--- config.mk ---
export PLATFORM = sky130hd
export DESIGN_NAME = dmsau_core
export DESIGN_NICKNAME = d
export VERILOG_FILES = /design/src/logic/dmsau_pkg.sv /design/src/logic/dmsau_ptr_file.sv /design/src/logic/dmsau_core.sv
export SDC_FILE = /design/constraint.sdc
export NUM_CORES = 2
export LEC_CHECK = 0
export BUFFER_PORTS_ARGS = -buffer_cell sky130_fd_sc_hd__buf_2
export CORE_MARGIN = 2
export CORE_UTILIZATION = 40
export DETAILED_ROUTE_END_ITERATION = 8
export PLACE_DENSITY = 0.68
export REMOVE_ABC_BUFFERS = 1
export SLEW_MARGIN = 20
export SYNTH_ARGS = -nofsm -noshare
export SYNTH_HDL_FRONTEND = slang
export SYNTH_SLANG_ARGS = --single-unit
export TNS_END_PERCENT = 5
--- constraint.sdc ---
create_clock -name clk_sys_in -period 9.05 [get_ports clk_sys_in]
set_input_delay 0.905 -clock clk_sys_in [delete_from_list [all_inputs] [get_ports clk_sys_in]]
set_output_delay 0.905 -clock clk_sys_in [all_outputs]
set_load 0.05 [all_outputs]
--- src/logic/dmsau_pkg.sv ---
package dmsau_pkg;
  localparam int unsigned WORD_W       = 16;
  localparam int unsigned WIDE_W       = 32;
  localparam int unsigned PTR_W        = 3;
  localparam int unsigned NUM_PTRS     = 8;
  localparam int unsigned SHIFT_W      = 5;
  localparam int unsigned SHIFT_MAX    = 16;
  localparam int unsigned PS_LEFT4_AMT = 4;
  localparam int unsigned PS_RIGHT_AMT = 6;
  localparam int unsigned CLK_PERIOD_NS = 100;
  // Data-space addresses of the pointer registers
  localparam logic [15:0] PTR_MMR_BASE = 16'h0010;
  localparam logic [31:0] PROD_RESET   = 32'h0000_0000;
  localparam logic [15:0] WORD_RESET   = 16'h0000;

  typedef enum logic [1:0] {
    DMSAU_PS_NONE, DMSAU_PS_LEFT1, DMSAU_PS_LEFT4, DMSAU_PS_RIGHT6
  } dmsau_ps_e;

  typedef enum logic [1:0] {
    DMSAU_BIT_SET, DMSAU_BIT_CLEAR, DMSAU_BIT_TEST, DMSAU_BIT_TOGGLE
  } dmsau_bitop_e;

  typedef enum logic [1:0] {
    DMSAU_STEP_NONE, DMSAU_STEP_INC, DMSAU_STEP_DEC, DMSAU_STEP_INDEX
  } dmsau_step_e;

  typedef enum logic [1:0] {
    DMSAU_LSRC_MEM, DMSAU_LSRC_SUM, DMSAU_LSRC_PROD, DMSAU_LSRC_IMM
  } dmsau_lsrc_e;
endpackage

--- src/logic/dmsau_ptr_file.sv ---
`timescale 1ns/10ps
`default_nettype none
module dmsau_ptr_file
  import dmsau_pkg::*;
(
  input  wire logic                clk_sys_in,
  input  wire logic                reset_n_in,
  input  wire logic                wr_en_in,
  input  wire logic [PTR_W-1:0]    wr_idx_in,
  input  wire logic [WORD_W-1:0]   wr_data_in,
  input  wire logic [PTR_W-1:0]    rd_idx_in,
  output logic      [WORD_W-1:0]   rd_data_out,
  output logic      [WORD_W-1:0]   cur_now_out,
  input  wire logic [PTR_W-1:0]    cur_idx_in
);
  logic [WORD_W-1:0] regs_reg [NUM_PTRS];
  logic [WORD_W-1:0] regs_next [NUM_PTRS];
  logic [WORD_W-1:0] rd_data_reg;
  logic [WORD_W-1:0] rd_data_next;

  always_comb begin
    for (int i = 0; i < NUM_PTRS; i++) begin
      regs_next[i] = regs_reg[i];
    end
    if (wr_en_in) begin
      regs_next[wr_idx_in] = wr_data_in;
    end
    rd_data_next = regs_reg[rd_idx_in];
  end

  always_ff @(posedge clk_sys_in) begin
    if (!reset_n_in) begin
      for (int i = 0; i < NUM_PTRS; i++) begin
        regs_reg[i] <= WORD_RESET;
      end
      rd_data_reg <= WORD_RESET;
    end else begin
      for (int i = 0; i < NUM_PTRS; i++) begin
        regs_reg[i] <= regs_next[i];
      end
      rd_data_reg <= rd_data_next;
    end
  end

  assign rd_data_out = rd_data_reg;
  // Combinational view of current pointer for same-cycle addressing
  assign cur_now_out = regs_reg[cur_idx_in];
endmodule
`default_nettype wire

--- src/logic/dmsau_core.sv ---
`timescale 1ns/10ps
`default_nettype none
module dmsau_core
  import dmsau_pkg::*;
(
  input  wire logic                    clk_sys_in,
  input  wire logic                    reset_n_in,
  // Scaling shifter
  input  wire logic [WORD_W-1:0]       scale_data_in,
  input  wire logic [SHIFT_W-1:0]      scale_imm_in,
  input  wire logic                    scale_use_count_in,
  input  wire logic [3:0]              shift_count_register_in,
  input  wire logic                    sign_extend_mode_in,
  output logic      [WIDE_W-1:0]       scale_result_out,
  // Bit logic unit
  input  wire logic                    bit_logic_unit_en_in,
  input  wire dmsau_pkg::dmsau_bitop_e bit_op_in,
  input  wire logic [WORD_W-1:0]       bit_mem_in,
  input  wire logic [WORD_W-1:0]       bit_mask_in,
  output logic      [WORD_W-1:0]       bit_result_out,
  output logic                         bit_write_out,
  output logic                         bit_test_out,
  // Multiplier
  input  wire logic                    operand_load_op_in,
  input  wire logic [WORD_W-1:0]       operand_data_in,
  input  wire logic                    signed_multiply_op_in,
  input  wire logic                    unsigned_multiply_op_in,
  input  wire logic [WORD_W-1:0]       mult_data_in,
  input  wire logic [1:0]              product_shift_field_in,
  output logic      [WORD_W-1:0]       multiplier_operand_register_out,
  output logic      [WIDE_W-1:0]       product_register_out,
  output logic      [WIDE_W-1:0]       product_shifted_out,
  // Multiply-accumulate under repeat
  input  wire logic                    mac_start_in,
  input  wire logic                    repeat_clear_op_in,
  input  wire logic                    mac_move_in,
  input  wire logic [7:0]              repeat_count_in,
  input  wire logic [WORD_W-1:0]       coef_start_in,
  input  wire logic [WORD_W-1:0]       prog_data_in,
  input  wire logic [WORD_W-1:0]       data_bus_in,
  input  wire dmsau_pkg::dmsau_step_e  mac_step_in,
  output logic      [WORD_W-1:0]       coef_addr_out,
  output logic      [WORD_W-1:0]       data_addr_out,
  output logic      [WORD_W-1:0]       move_addr_out,
  output logic      [WORD_W-1:0]       move_data_out,
  output logic                         move_write_out,
  output logic                         mac_busy_out,
  output logic      [WIDE_W-1:0]       main_sum_register_out,
  // Pointer file and address unit
  input  wire logic                    ptr_load_in,
  input  wire dmsau_pkg::dmsau_lsrc_e  ptr_src_in,
  input  wire logic [PTR_W-1:0]        ptr_load_idx_in,
  input  wire logic [WORD_W-1:0]       ptr_mem_in,
  input  wire logic [WORD_W-1:0]       ptr_imm_in,
  input  wire logic                    pointer_select_load_in,
  input  wire logic [PTR_W-1:0]        pointer_select_in,
  input  wire logic                    ptr_access_in,
  input  wire dmsau_pkg::dmsau_step_e  ptr_step_in,
  input  wire logic [WORD_W-1:0]       index_step_register_in,
  output logic      [WORD_W-1:0]       ptr_access_addr_out,
  output logic      [PTR_W-1:0]        pointer_select_out,
  input  wire logic                    mmr_rd_in,
  input  wire logic                    mmr_wr_in,
  input  wire logic [WORD_W-1:0]       mmr_addr_in,
  input  wire logic [WORD_W-1:0]       mmr_wdata_in,
  output logic      [WORD_W-1:0]       mmr_rdata_out
);
  import dmsau_pkg::*;

  typedef enum logic [1:0] {DMSAU_IDLE, DMSAU_RUN} dmsau_mac_e;

  logic [WIDE_W-1:0] scale_reg, scale_next;
  logic [WORD_W-1:0] bit_res_reg, bit_res_next;
  logic              bit_wr_reg, bit_wr_next, bit_test_reg, bit_test_next;
  logic [WORD_W-1:0] treg_reg, treg_next;
  logic [WIDE_W-1:0] prod_reg, prod_next;
  logic [WIDE_W-1:0] psh_reg, psh_next;
  logic [WIDE_W-1:0] sum_reg, sum_next;
  dmsau_mac_e        mac_st_reg, mac_st_next;
  logic [7:0]        cnt_reg, cnt_next;
  logic              move_reg, move_next;
  logic [WORD_W-1:0] coef_reg, coef_next;
  logic [WORD_W-1:0] daddr_reg, daddr_next;
  logic [WORD_W-1:0] maddr_reg, maddr_next;
  logic [WORD_W-1:0] mdata_reg, mdata_next;
  logic              mwr_reg, mwr_next;
  logic [WORD_W-1:0] paddr_reg, paddr_next;
  logic [PTR_W-1:0]  sel_reg, sel_next;
  logic              mmr_rd_reg;
  logic              mmr_rd_next;

  logic [WORD_W-1:0] cur_ptr;
  logic [WORD_W-1:0] ptr_rd;
  logic              pf_wr;
  logic [PTR_W-1:0]  pf_idx;
  logic [WORD_W-1:0] pf_data;
  logic              mmr_hit;
  logic [PTR_W-1:0]  mmr_idx;

  function automatic logic [WORD_W-1:0] step_ptr(input logic [WORD_W-1:0] p,
                                                 input dmsau_step_e s,
                                                 input logic [WORD_W-1:0] ix);
    case (s)
      DMSAU_STEP_INC:   step_ptr = p + 16'h0001;
      DMSAU_STEP_DEC:   step_ptr = p - 16'h0001;
      DMSAU_STEP_INDEX: step_ptr = p + ix;
      default:          step_ptr = p;
    endcase
  endfunction

  function automatic logic [WIDE_W-1:0] mul(input logic [WORD_W-1:0] a,
                                            input logic [WORD_W-1:0] b,
                                            input logic              uns);
    if (uns) begin
      mul = WIDE_W'(a) * WIDE_W'(b);
    end else begin
      mul = WIDE_W'($signed(a)) * WIDE_W'($signed(b));
    end
  endfunction

  // Scaling shifter
  logic [SHIFT_W-1:0] sh_amt;
  logic [WIDE_W-1:0]  sh_ext;
  always_comb begin
    sh_amt = scale_use_count_in ? {1'b0, shift_count_register_in} : scale_imm_in;
    if (sh_amt > SHIFT_W'(SHIFT_MAX)) begin
      sh_amt = SHIFT_W'(SHIFT_MAX);
    end
    sh_ext = sign_extend_mode_in ? {{WORD_W{scale_data_in[WORD_W-1]}}, scale_data_in}
                                 : {{WORD_W{1'b0}}, scale_data_in};
    scale_next = sh_ext << sh_amt;
  end

  // Bit logic unit, never touches the sum
  always_comb begin
    bit_res_next  = bit_mem_in;
    bit_wr_next   = 1'b0;
    bit_test_next = bit_test_reg;
    if (bit_logic_unit_en_in) begin
      case (bit_op_in)
        DMSAU_BIT_SET:    bit_res_next = bit_mem_in | bit_mask_in;
        DMSAU_BIT_CLEAR:  bit_res_next = bit_mem_in & ~bit_mask_in;
        DMSAU_BIT_TOGGLE: bit_res_next = bit_mem_in ^ bit_mask_in;
        default:          bit_test_next = |(bit_mem_in & bit_mask_in);
      endcase
      bit_wr_next = (bit_op_in != DMSAU_BIT_TEST);
    end
  end

  // Product shifter on the product register input (prod_next), registered into psh_reg
  always_comb begin
    case (dmsau_ps_e'(product_shift_field_in))
      DMSAU_PS_LEFT1:  psh_next = prod_next << 1;
      DMSAU_PS_LEFT4:  psh_next = prod_next << PS_LEFT4_AMT;
      DMSAU_PS_RIGHT6: psh_next = WIDE_W'($signed(prod_next) >>> PS_RIGHT_AMT);
      default:         psh_next = prod_next;
    endcase
  end

  // Multiplier, accumulate sequencer and address unit
  always_comb begin
    treg_next   = treg_reg;
    prod_next   = prod_reg;
    sum_next    = sum_reg;
    mac_st_next = mac_st_reg;
    cnt_next    = cnt_reg;
    move_next   = move_reg;
    coef_next   = coef_reg;
    daddr_next  = daddr_reg;
    maddr_next  = maddr_reg;
    mdata_next  = mdata_reg;
    mwr_next    = 1'b0;
    paddr_next  = paddr_reg;
    sel_next    = sel_reg;
    pf_wr       = 1'b0;
    pf_idx      = sel_reg;
    pf_data     = cur_ptr;
    mmr_hit     = (mmr_addr_in[15:PTR_W] == PTR_MMR_BASE[15:PTR_W]);
    mmr_idx     = mmr_addr_in[PTR_W-1:0];
    mmr_rd_next = mmr_rd_in && mmr_hit;

    if (operand_load_op_in) begin
      treg_next = operand_data_in;
    end
    if (signed_multiply_op_in || unsigned_multiply_op_in) begin
      prod_next = mul(treg_reg, mult_data_in, unsigned_multiply_op_in);
    end

    case (mac_st_reg)
      DMSAU_IDLE: begin
        if (mac_start_in) begin
          mac_st_next = DMSAU_RUN;
          cnt_next    = repeat_count_in;
          move_next   = mac_move_in;
          coef_next   = coef_start_in;
          daddr_next  = cur_ptr;
          if (repeat_clear_op_in) begin
            sum_next  = PROD_RESET;
            prod_next = PROD_RESET;
          end
        end
      end
      DMSAU_RUN: begin
        sum_next  = sum_reg + psh_reg;
        prod_next = mul(prog_data_in, data_bus_in, 1'b0);
        coef_next = coef_reg + 16'h0001;
        daddr_next = step_ptr(cur_ptr, mac_step_in, index_step_register_in);
        pf_wr     = 1'b1;
        pf_data   = daddr_next;
        if (move_reg) begin
          maddr_next = cur_ptr + 16'h0001;
          mdata_next = data_bus_in;
          mwr_next   = 1'b1;
        end
        if (cnt_reg == 8'h00) begin
          mac_st_next = DMSAU_IDLE;
        end else begin
          cnt_next = cnt_reg - 8'h01;
        end
      end
      default: mac_st_next = DMSAU_IDLE;
    endcase

    if (mac_st_reg == DMSAU_IDLE) begin
      if (ptr_access_in) begin
        paddr_next = cur_ptr;
        pf_wr      = 1'b1;
        pf_data    = step_ptr(cur_ptr, ptr_step_in, index_step_register_in);
      end
      if (ptr_load_in) begin
        pf_wr  = 1'b1;
        pf_idx = ptr_load_idx_in;
        case (ptr_src_in)
          DMSAU_LSRC_SUM:  pf_data = sum_reg[WORD_W-1:0];
          DMSAU_LSRC_PROD: pf_data = prod_reg[WORD_W-1:0];
          DMSAU_LSRC_IMM:  pf_data = ptr_imm_in;
          default:         pf_data = ptr_mem_in;
        endcase
      end else if (mmr_wr_in && mmr_hit) begin
        pf_wr   = 1'b1;
        pf_idx  = mmr_idx;
        pf_data = mmr_wdata_in;
      end
    end
    if (pointer_select_load_in) begin
      sel_next = pointer_select_in;
    end
  end

  dmsau_ptr_file u_ptr_file (
    .clk_sys_in  (clk_sys_in),
    .reset_n_in  (reset_n_in),
    .wr_en_in    (pf_wr),
    .wr_idx_in   (pf_idx),
    .wr_data_in  (pf_data),
    .rd_idx_in   (mmr_idx),
    .rd_data_out (ptr_rd),
    .cur_now_out (cur_ptr),
    .cur_idx_in  (sel_reg)
  );

  always_ff @(posedge clk_sys_in) begin
    if (!reset_n_in) begin
      scale_reg    <= PROD_RESET;
      bit_res_reg  <= WORD_RESET;
      bit_wr_reg   <= 1'b0;
      bit_test_reg <= 1'b0;
      treg_reg     <= WORD_RESET;
      prod_reg     <= PROD_RESET;
      psh_reg      <= PROD_RESET;
      sum_reg      <= PROD_RESET;
      mac_st_reg   <= DMSAU_IDLE;
      cnt_reg      <= 8'h00;
      move_reg     <= 1'b0;
      coef_reg     <= WORD_RESET;
      daddr_reg    <= WORD_RESET;
      maddr_reg    <= WORD_RESET;
      mdata_reg    <= WORD_RESET;
      mwr_reg      <= 1'b0;
      paddr_reg    <= WORD_RESET;
      sel_reg      <= '0;
      mmr_rd_reg   <= 1'b0;
    end else begin
      scale_reg    <= scale_next;
      bit_res_reg  <= bit_res_next;
      bit_wr_reg   <= bit_wr_next;
      bit_test_reg <= bit_test_next;
      treg_reg     <= treg_next;
      prod_reg     <= prod_next;
      psh_reg      <= psh_next;
      sum_reg      <= sum_next;
      mac_st_reg   <= mac_st_next;
      cnt_reg      <= cnt_next;
      move_reg     <= move_next;
      coef_reg     <= coef_next;
      daddr_reg    <= daddr_next;
      maddr_reg    <= maddr_next;
      mdata_reg    <= mdata_next;
      mwr_reg      <= mwr_next;
      paddr_reg    <= paddr_next;
      sel_reg      <= sel_next;
      mmr_rd_reg   <= mmr_rd_next;
    end
  end

  assign scale_result_out                = scale_reg;
  assign bit_result_out                  = bit_res_reg;
  assign bit_write_out                   = bit_wr_reg;
  assign bit_test_out                    = bit_test_reg;
  assign multiplier_operand_register_out = treg_reg;
  assign product_register_out            = prod_reg;
  assign product_shifted_out             = psh_reg;
  assign main_sum_register_out           = sum_reg;
  assign coef_addr_out                   = coef_reg;
  assign data_addr_out                   = daddr_reg;
  assign move_addr_out                   = maddr_reg;
  assign move_data_out                   = mdata_reg;
  assign move_write_out                  = mwr_reg;
  assign mac_busy_out                    = (mac_st_reg == DMSAU_RUN);
  assign ptr_access_addr_out             = paddr_reg;
  assign pointer_select_out              = sel_reg;
  assign mmr_rdata_out                   = mmr_rd_reg ? ptr_rd : WORD_RESET;
endmodule
`default_nettype wire

After elaboration in Yosys (flattened, before gate mapping)
Memories as Yosys holds them, arrays and structs flattened. A register that Yosys moved wholly into a read port is not among the register bits.
Cells that the tools add are included.

word-level totals
  memory bits (writable) = 128
  input bits = 257
  logic and storage cells = 148
  bits in registers = 258
  memories = 1
  output and inout bits = 263

memories
  name                 words  bits a word  rd ports  clocked after Yosys merged registers in  wr ports  RTL line              text
  u_ptr_file.regs_reg  8      16           10        2                                        8         dmsau_ptr_file.sv:16  logic [WORD_W-1:0] regs_reg [NUM_PTRS];

cells by class
  $mul = 3
  muxes and demuxes = 58
  order comparisons = 3
  shifts and indexed selects = 1
  equal/unequal tests = 21
  add/sub/neg operators = 6
  reductions and logical operators = 21
  bitwise gates (word level) = 15

operators by type and width
  cell                                                                  count
  16-bit 2-to-1 mux                                                     18
  32-bit 2-to-1 mux                                                     7
  16-bit one-hot mux with 3 select lines                                4
  128-bit bitwise mux                                                   1
  128-bit 2-to-1 mux                                                    1
  32-bit one-hot mux with 2 select lines                                2
  16-bit by 16-bit multiplier with 32-bit output                        3
  32-bit one-hot mux with 3 select lines                                1
  16-bit one-hot mux with 2 select lines                                2
  16-bit demux with 3-bit select                                        1
  16-bit by 1-bit adder with 16-bit output, second input constant       2
  32-bit adder                                                          1
  16-bit bitwise AND                                                    2
  32-bit by 5-bit << shifter with 32-bit output                         1
  2-bit == test, second input constant                                  9
  16-bit adder                                                          1
  8-bit 2-to-1 mux                                                      2
  16-bit inverter                                                       1
  16-bit bitwise OR                                                     1
  8-bit one-hot mux with 2 select lines                                 1
  2-bit AND reduction                                                   8
  16-bit OR reduction                                                   1
  16-bit by 1-bit subtractor with 16-bit output, second input constant  1
  16-bit bitwise XOR                                                    1
  other kinds (24)                                                      56

Depth between registers and ports, before layout
  word-level depth = 13
  depth in mapped cells = 28
  depth with buffers taken out = 26

By module
From an unflattened synthesis, not the netlist that was laid out.

second synthesis, totals
  cells, all modules = 5718
  area, all modules = 49160.9 µm²

modules (own cells, without submodules)
  module          instances  cells each  sequential area each (µm²)  area each (µm²)
  dmsau_core      1          4944        5144.9                      41695.0
  dmsau_ptr_file  1          774         2882.8                      7465.9

Worst setup path after synthesis
No wires, ideal clock.

  path kind = in2reg
  start = input port mult_data_in[15]
  end = register psh_reg[29], in the netlist product_shifted_out[29]
  slack = 1.752 ns
  data required time = 8.964 ns
  path buffers = 3
  cell stages on the path = 26
  setup time = 0.086 ns
  arrival = 7.212 ns
  path through = clkbuf_1 -> clkbuf_1 -> and2_1 -> fa_1 -> inv_1 -> fa_1 -> fa_1 -> inv_1 -> fa_1 -> fa_1 -> inv_1 -> fa_1 -> inv_1 -> ha_1 -> clkbuf_1 -> nand3_1 -> or3_1 -> a211oi_1 -> o31a_1 -> a31oi_1 -> o21bai_1 -> xnor2_1 -> and2_1 -> o32ai_1 -> o21ai_0 -> a211oi_1

between the ends
  cells in the longest elaborated chain, start to end = 7
  elaborated cells on any way between the ends = 8
  those cells by class = mul (2); mux (6)

RTL lines
  element                                                                   RTL line                              text
  from (decl)                                                               dmsau_core.sv:28                      input wire logic [WORD_W-1:0] mult_data_in,
  16-bit by 16-bit multiplier with 32-bit output, on equally long branches  dmsau_core.sv:117, dmsau_core.sv:115
  32-bit 2-to-1 mux (*)                                                     dmsau_core.sv:114                     if (uns) begin
  32-bit 2-to-1 mux (*)                                                     dmsau_core.sv:185                     if (signed_multiply_op_in || unsigned_multiply_op_in) begin
  32-bit 2-to-1 mux                                                         dmsau_core.sv:197                     if (repeat_clear_op_in) begin
  32-bit 2-to-1 mux                                                         dmsau_core.sv:191                     if (mac_start_in) begin
  32-bit one-hot mux with 2 select lines (*)                                dmsau_core.sv:189                     case (mac_st_reg)
  32-bit one-hot mux with 3 select lines (*)                                dmsau_core.sv:152                     case (dmsau_ps_e'(product_shift_field_in))
  to (signal assigned)                                                      dmsau_core.sv:290                     psh_reg <= psh_next;
  to (decl)                                                                 dmsau_core.sv:77                      logic [WIDE_W-1:0] psh_reg, psh_next;

Mark *: on every way between the ends. The rest lies on a longest branch, timed or not.
A chain may end at the register's enable or synchronous reset.

Final worst setup path
  start = register treg_reg[10], in the netlist multiplier_operand_register_out[10]
  end = register psh_reg[28], in the netlist product_shifted_out[28]

between the ends
  cells in the longest elaborated chain, start to end = 7
  elaborated cells on any way between the ends = 8
  those cells by class = mul (2); mux (6)

RTL lines
  element                                                                   RTL line                              text
  from (decl)                                                               dmsau_core.sv:75                      logic [WORD_W-1:0] treg_reg, treg_next;
  from (signal assigned)                                                    dmsau_core.sv:288                     treg_reg <= treg_next;
  16-bit by 16-bit multiplier with 32-bit output, on equally long branches  dmsau_core.sv:117, dmsau_core.sv:115
  32-bit 2-to-1 mux (*)                                                     dmsau_core.sv:114
  32-bit 2-to-1 mux (*)                                                     dmsau_core.sv:185
  32-bit 2-to-1 mux                                                         dmsau_core.sv:197
  32-bit 2-to-1 mux                                                         dmsau_core.sv:191
  32-bit one-hot mux with 2 select lines (*)                                dmsau_core.sv:189
  32-bit one-hot mux with 3 select lines (*)                                dmsau_core.sv:152

Marks and branches as above.

==> impl_metrics.tcl <==
set metrics [dict create \
    final_hold_viol_count 0 \
    die_h_um 352 \
    yosys.cell_types.count 94 \
    layout_common_cells "inv_1 (822), fa_1 (630), nand2_1 (586), buf_2 (518), dfxtp_1 (402)" \
    final_nets 7132 \
    crit_path_cell_trace "nand2_1, fa_1, fa_1, inv_1, fa_1, inv_1, fa_1, inv_1, fa_1, inv_1, fa_1, inv_1, ha_1, and3_1, o211ai_1, a21oi_1, o211ai_1, a21boi_0, o221ai_1, mux2i_1, o32ai_1, nor2_1, or3_1, a21oi_1" \
    tightest_slew_ns 1.14 \
    clockRootBuffer "clkbuf_16" \
    hold_path_class "reg -> reg" \
    internal_power_uw 8270 \
    antenna_left 0 \
    crit_family "adder cells" \
    min_from "move_data_out[10]" \
    clock_latency_ns 0.63 \
    setup_viol_count_final 0 \
    crit_start "multiplier_operand_register_out[10]" \
    synth_top_flop_cell "dfxtp_1" \
    clock_power_share_pct 11.8 \
    vias 42500 \
    io_pins 520 \
    antenna_found_initial 24 \
    crit_buf_inv 5 \
    grt_max_degree 107 \
    synth_area_leaders "fa_1 (26%), dfxtp_1 (17%), ha_1 (8.6%), inv_1 (6.4%), nand2_1 (4.6%)" \
    hpwl_um 131000 \
    critPathSlowestCell "dfxtp_1" \
    synth.top_cell.area_share_pct 26.1 \
    grt_pass1_vias 42400 \
    required_ns 9.57 \
    area_growth_pct 11.4 \
    end_kind "register" \
    swShare_pct 52.9 \
    layout_commonest_cell "inv_1" \
    place_area_mm2 0.0522 \
    maxSlewViolCount 0 \
    ys.warnings.count 0 \
    h-tree-depth 2 \
    critPathMaxStageDelay_ns 0.99 \
    largest_reg_flops 128 \
    io_buffers 519 \
    cts_tree "built" \
    first_pass_iters 6 \
    fin_crit_ns 8.05 \
    cts-buffers-inserted 46 \
    netlist_instances 5607 \
    drtIter0Drc 3798 \
    cts.sinks 404 \
    slew_headroom_pct 23.8 \
    synth_enable_flop_cells 0 \
    seq_area_frac_synth_pct 16.7 \
    path_clk_slew_ns 0.07 \
    tns_ns 0 \
    syn_area_per_cell_um2 8.62 \
    start_util_pct 40.3 \
    avgRoutedWirePerCell_um 21.9 \
    synth_top_cell_by_area "fa_1" \
    syn-cell-area_mm2 0.0483 \
    finalCritPeriodShare_pct 89.0 \
    place_congestion 0.980 \
    grt_overflow 0 \
    worstHoldPathCells 2 \
    drive_gt1_share_pct 13.5 \
    cpMostUsedCell "fa_1" \
    synthArstFlopShare_pct 0 \
    rsz0062_at_grt "false" \
    post_cts_resized 0 \
    drc 0 \
    p_comb_share_pct 74.8 \
    core-area_mm2 0.120 \
    viasPerCell 5.61 \
    switching_power_uw 9280 \
    dp.cells 7476 \
    cap_viol_max_count 0 \
    std_cell_rows 127 \
    power_leakage_uw 0.0255 \
    fin_area_mm2 0.0539 \
    skew_ns 0.0457 \
    postCtsSetupBuffers 0 \
    r2r-start "multiplier_operand_register_out[10]" \
    ir_drop_uv 539 \
    r2r_cells 24 \
    fillers 11800 \
    stdcell_count 7572 \
    routed_wl_um 166000 \
    worstSetupPathType "reg -> reg" \
    grt_pass1_wl_um 254000 \
    power_density_mw_per_mm2 326 \
    holdBufCountCts 0 \
    critical_path_arrival_ns 8.58 \
    cts_buffer_depth 3 \
    status "complete, no violations" \
    grt_usage_pct 26.7 \
    path_depth 24 \
    setup.worst_path.start_class "register" \
    dieArea_mm2 0.124 \
    synth-seq-cells 404 \
    pwr-share-seq_pct 13.3 \
    die_w_um 352 \
    maxClockFrequency_mhz 124 \
    path_max_fanout 19 \
]
==> power by group through the flow <==
stage               registers [µW]  clock network, µW  logic [µW]
floorplan                     2680                  0        8880
global placement              2360                  0       12900
detailed placement            2360                  0       13100
CTS                           2320               2110       13200
global route                  2340               2180       14600
finish                        2340               2080       13100
==> synth_stat cells (88+ instances only) <==
cell type and number:
a211oi_1 89, a21oi_1 344, and2_1 270, clkbuf_1 268
dfxtp_1 404, fa_1 630, ha_1 333, inv_1 824
mux4_2 88, nand2_1 587, nor2_1 378, o21ai_0 281
xnor2_1 97
==> logic make-up after synthesis <==
group                    count (synthesis)  share of synthesized area [%]
flip-flops                             404                           16.7
multiplexers                           184                           6.21
XOR/XNOR                               144                           2.61
adder cells (fa/ha/maj)                963                           34.7
AND/OR/NAND/NOR                       1611                           15.7
AO/OA/AOI/OAI                         1159                           15.1
buffers and inverters                 1142                           8.96
==> path summary, 6_finish.rpt <==
check / to / slack (ns)
max reg2reg: product_shifted_out[28] / 1.0
max: product_shifted_out[28] / 1.0
min reg2reg: move_data_out[10] / 0.45
min: move_data_out[10] / 0.45
==> metrics by stage <==
step	util [%]	worst slack (ns)	total power, µW	hold slack (ns)
after floorplan	-	1.96	11600	0.446
after global placement	43.5	1.15	15300	0.440
after detailed placement	43.5	0.935	15400	0.444
after CTS	44.9	1.06	17600	0.452
after global routing	44.9	0.621	19200	0.471
final	44.9	0.998	17600	0.449
==> metal layers <==
metal  GRT usage (%)  wire, µm  vias up
li1                -         -    19100
met1            34.0     65500    21000
met2            42.3     75500     1876
met3            6.89     16300      430
met4            12.6      8750       22
met5               0       130        -
==> worst min-delay path: stages (launching register included) <==
cell and delay [ns]:
dfxtp_1 0.30, nand2_1 0.05, a21oi_1 0.05
==> final cells by class <==
cell class	count	area, µm²	share of cell area, %
multi-input combinational	4061	36000	66.8
tap	1612	2020	3.75
sequential	404	8090	15.0
inverter	832	3130	5.82
clock buffer	63	1310	2.42
timing repair buffer	567	2960	5.50
antenna	11	27.5	0.0511
clock inverter	22	338	0.627
Note: power is estimated with default switching activity, not from simulation.
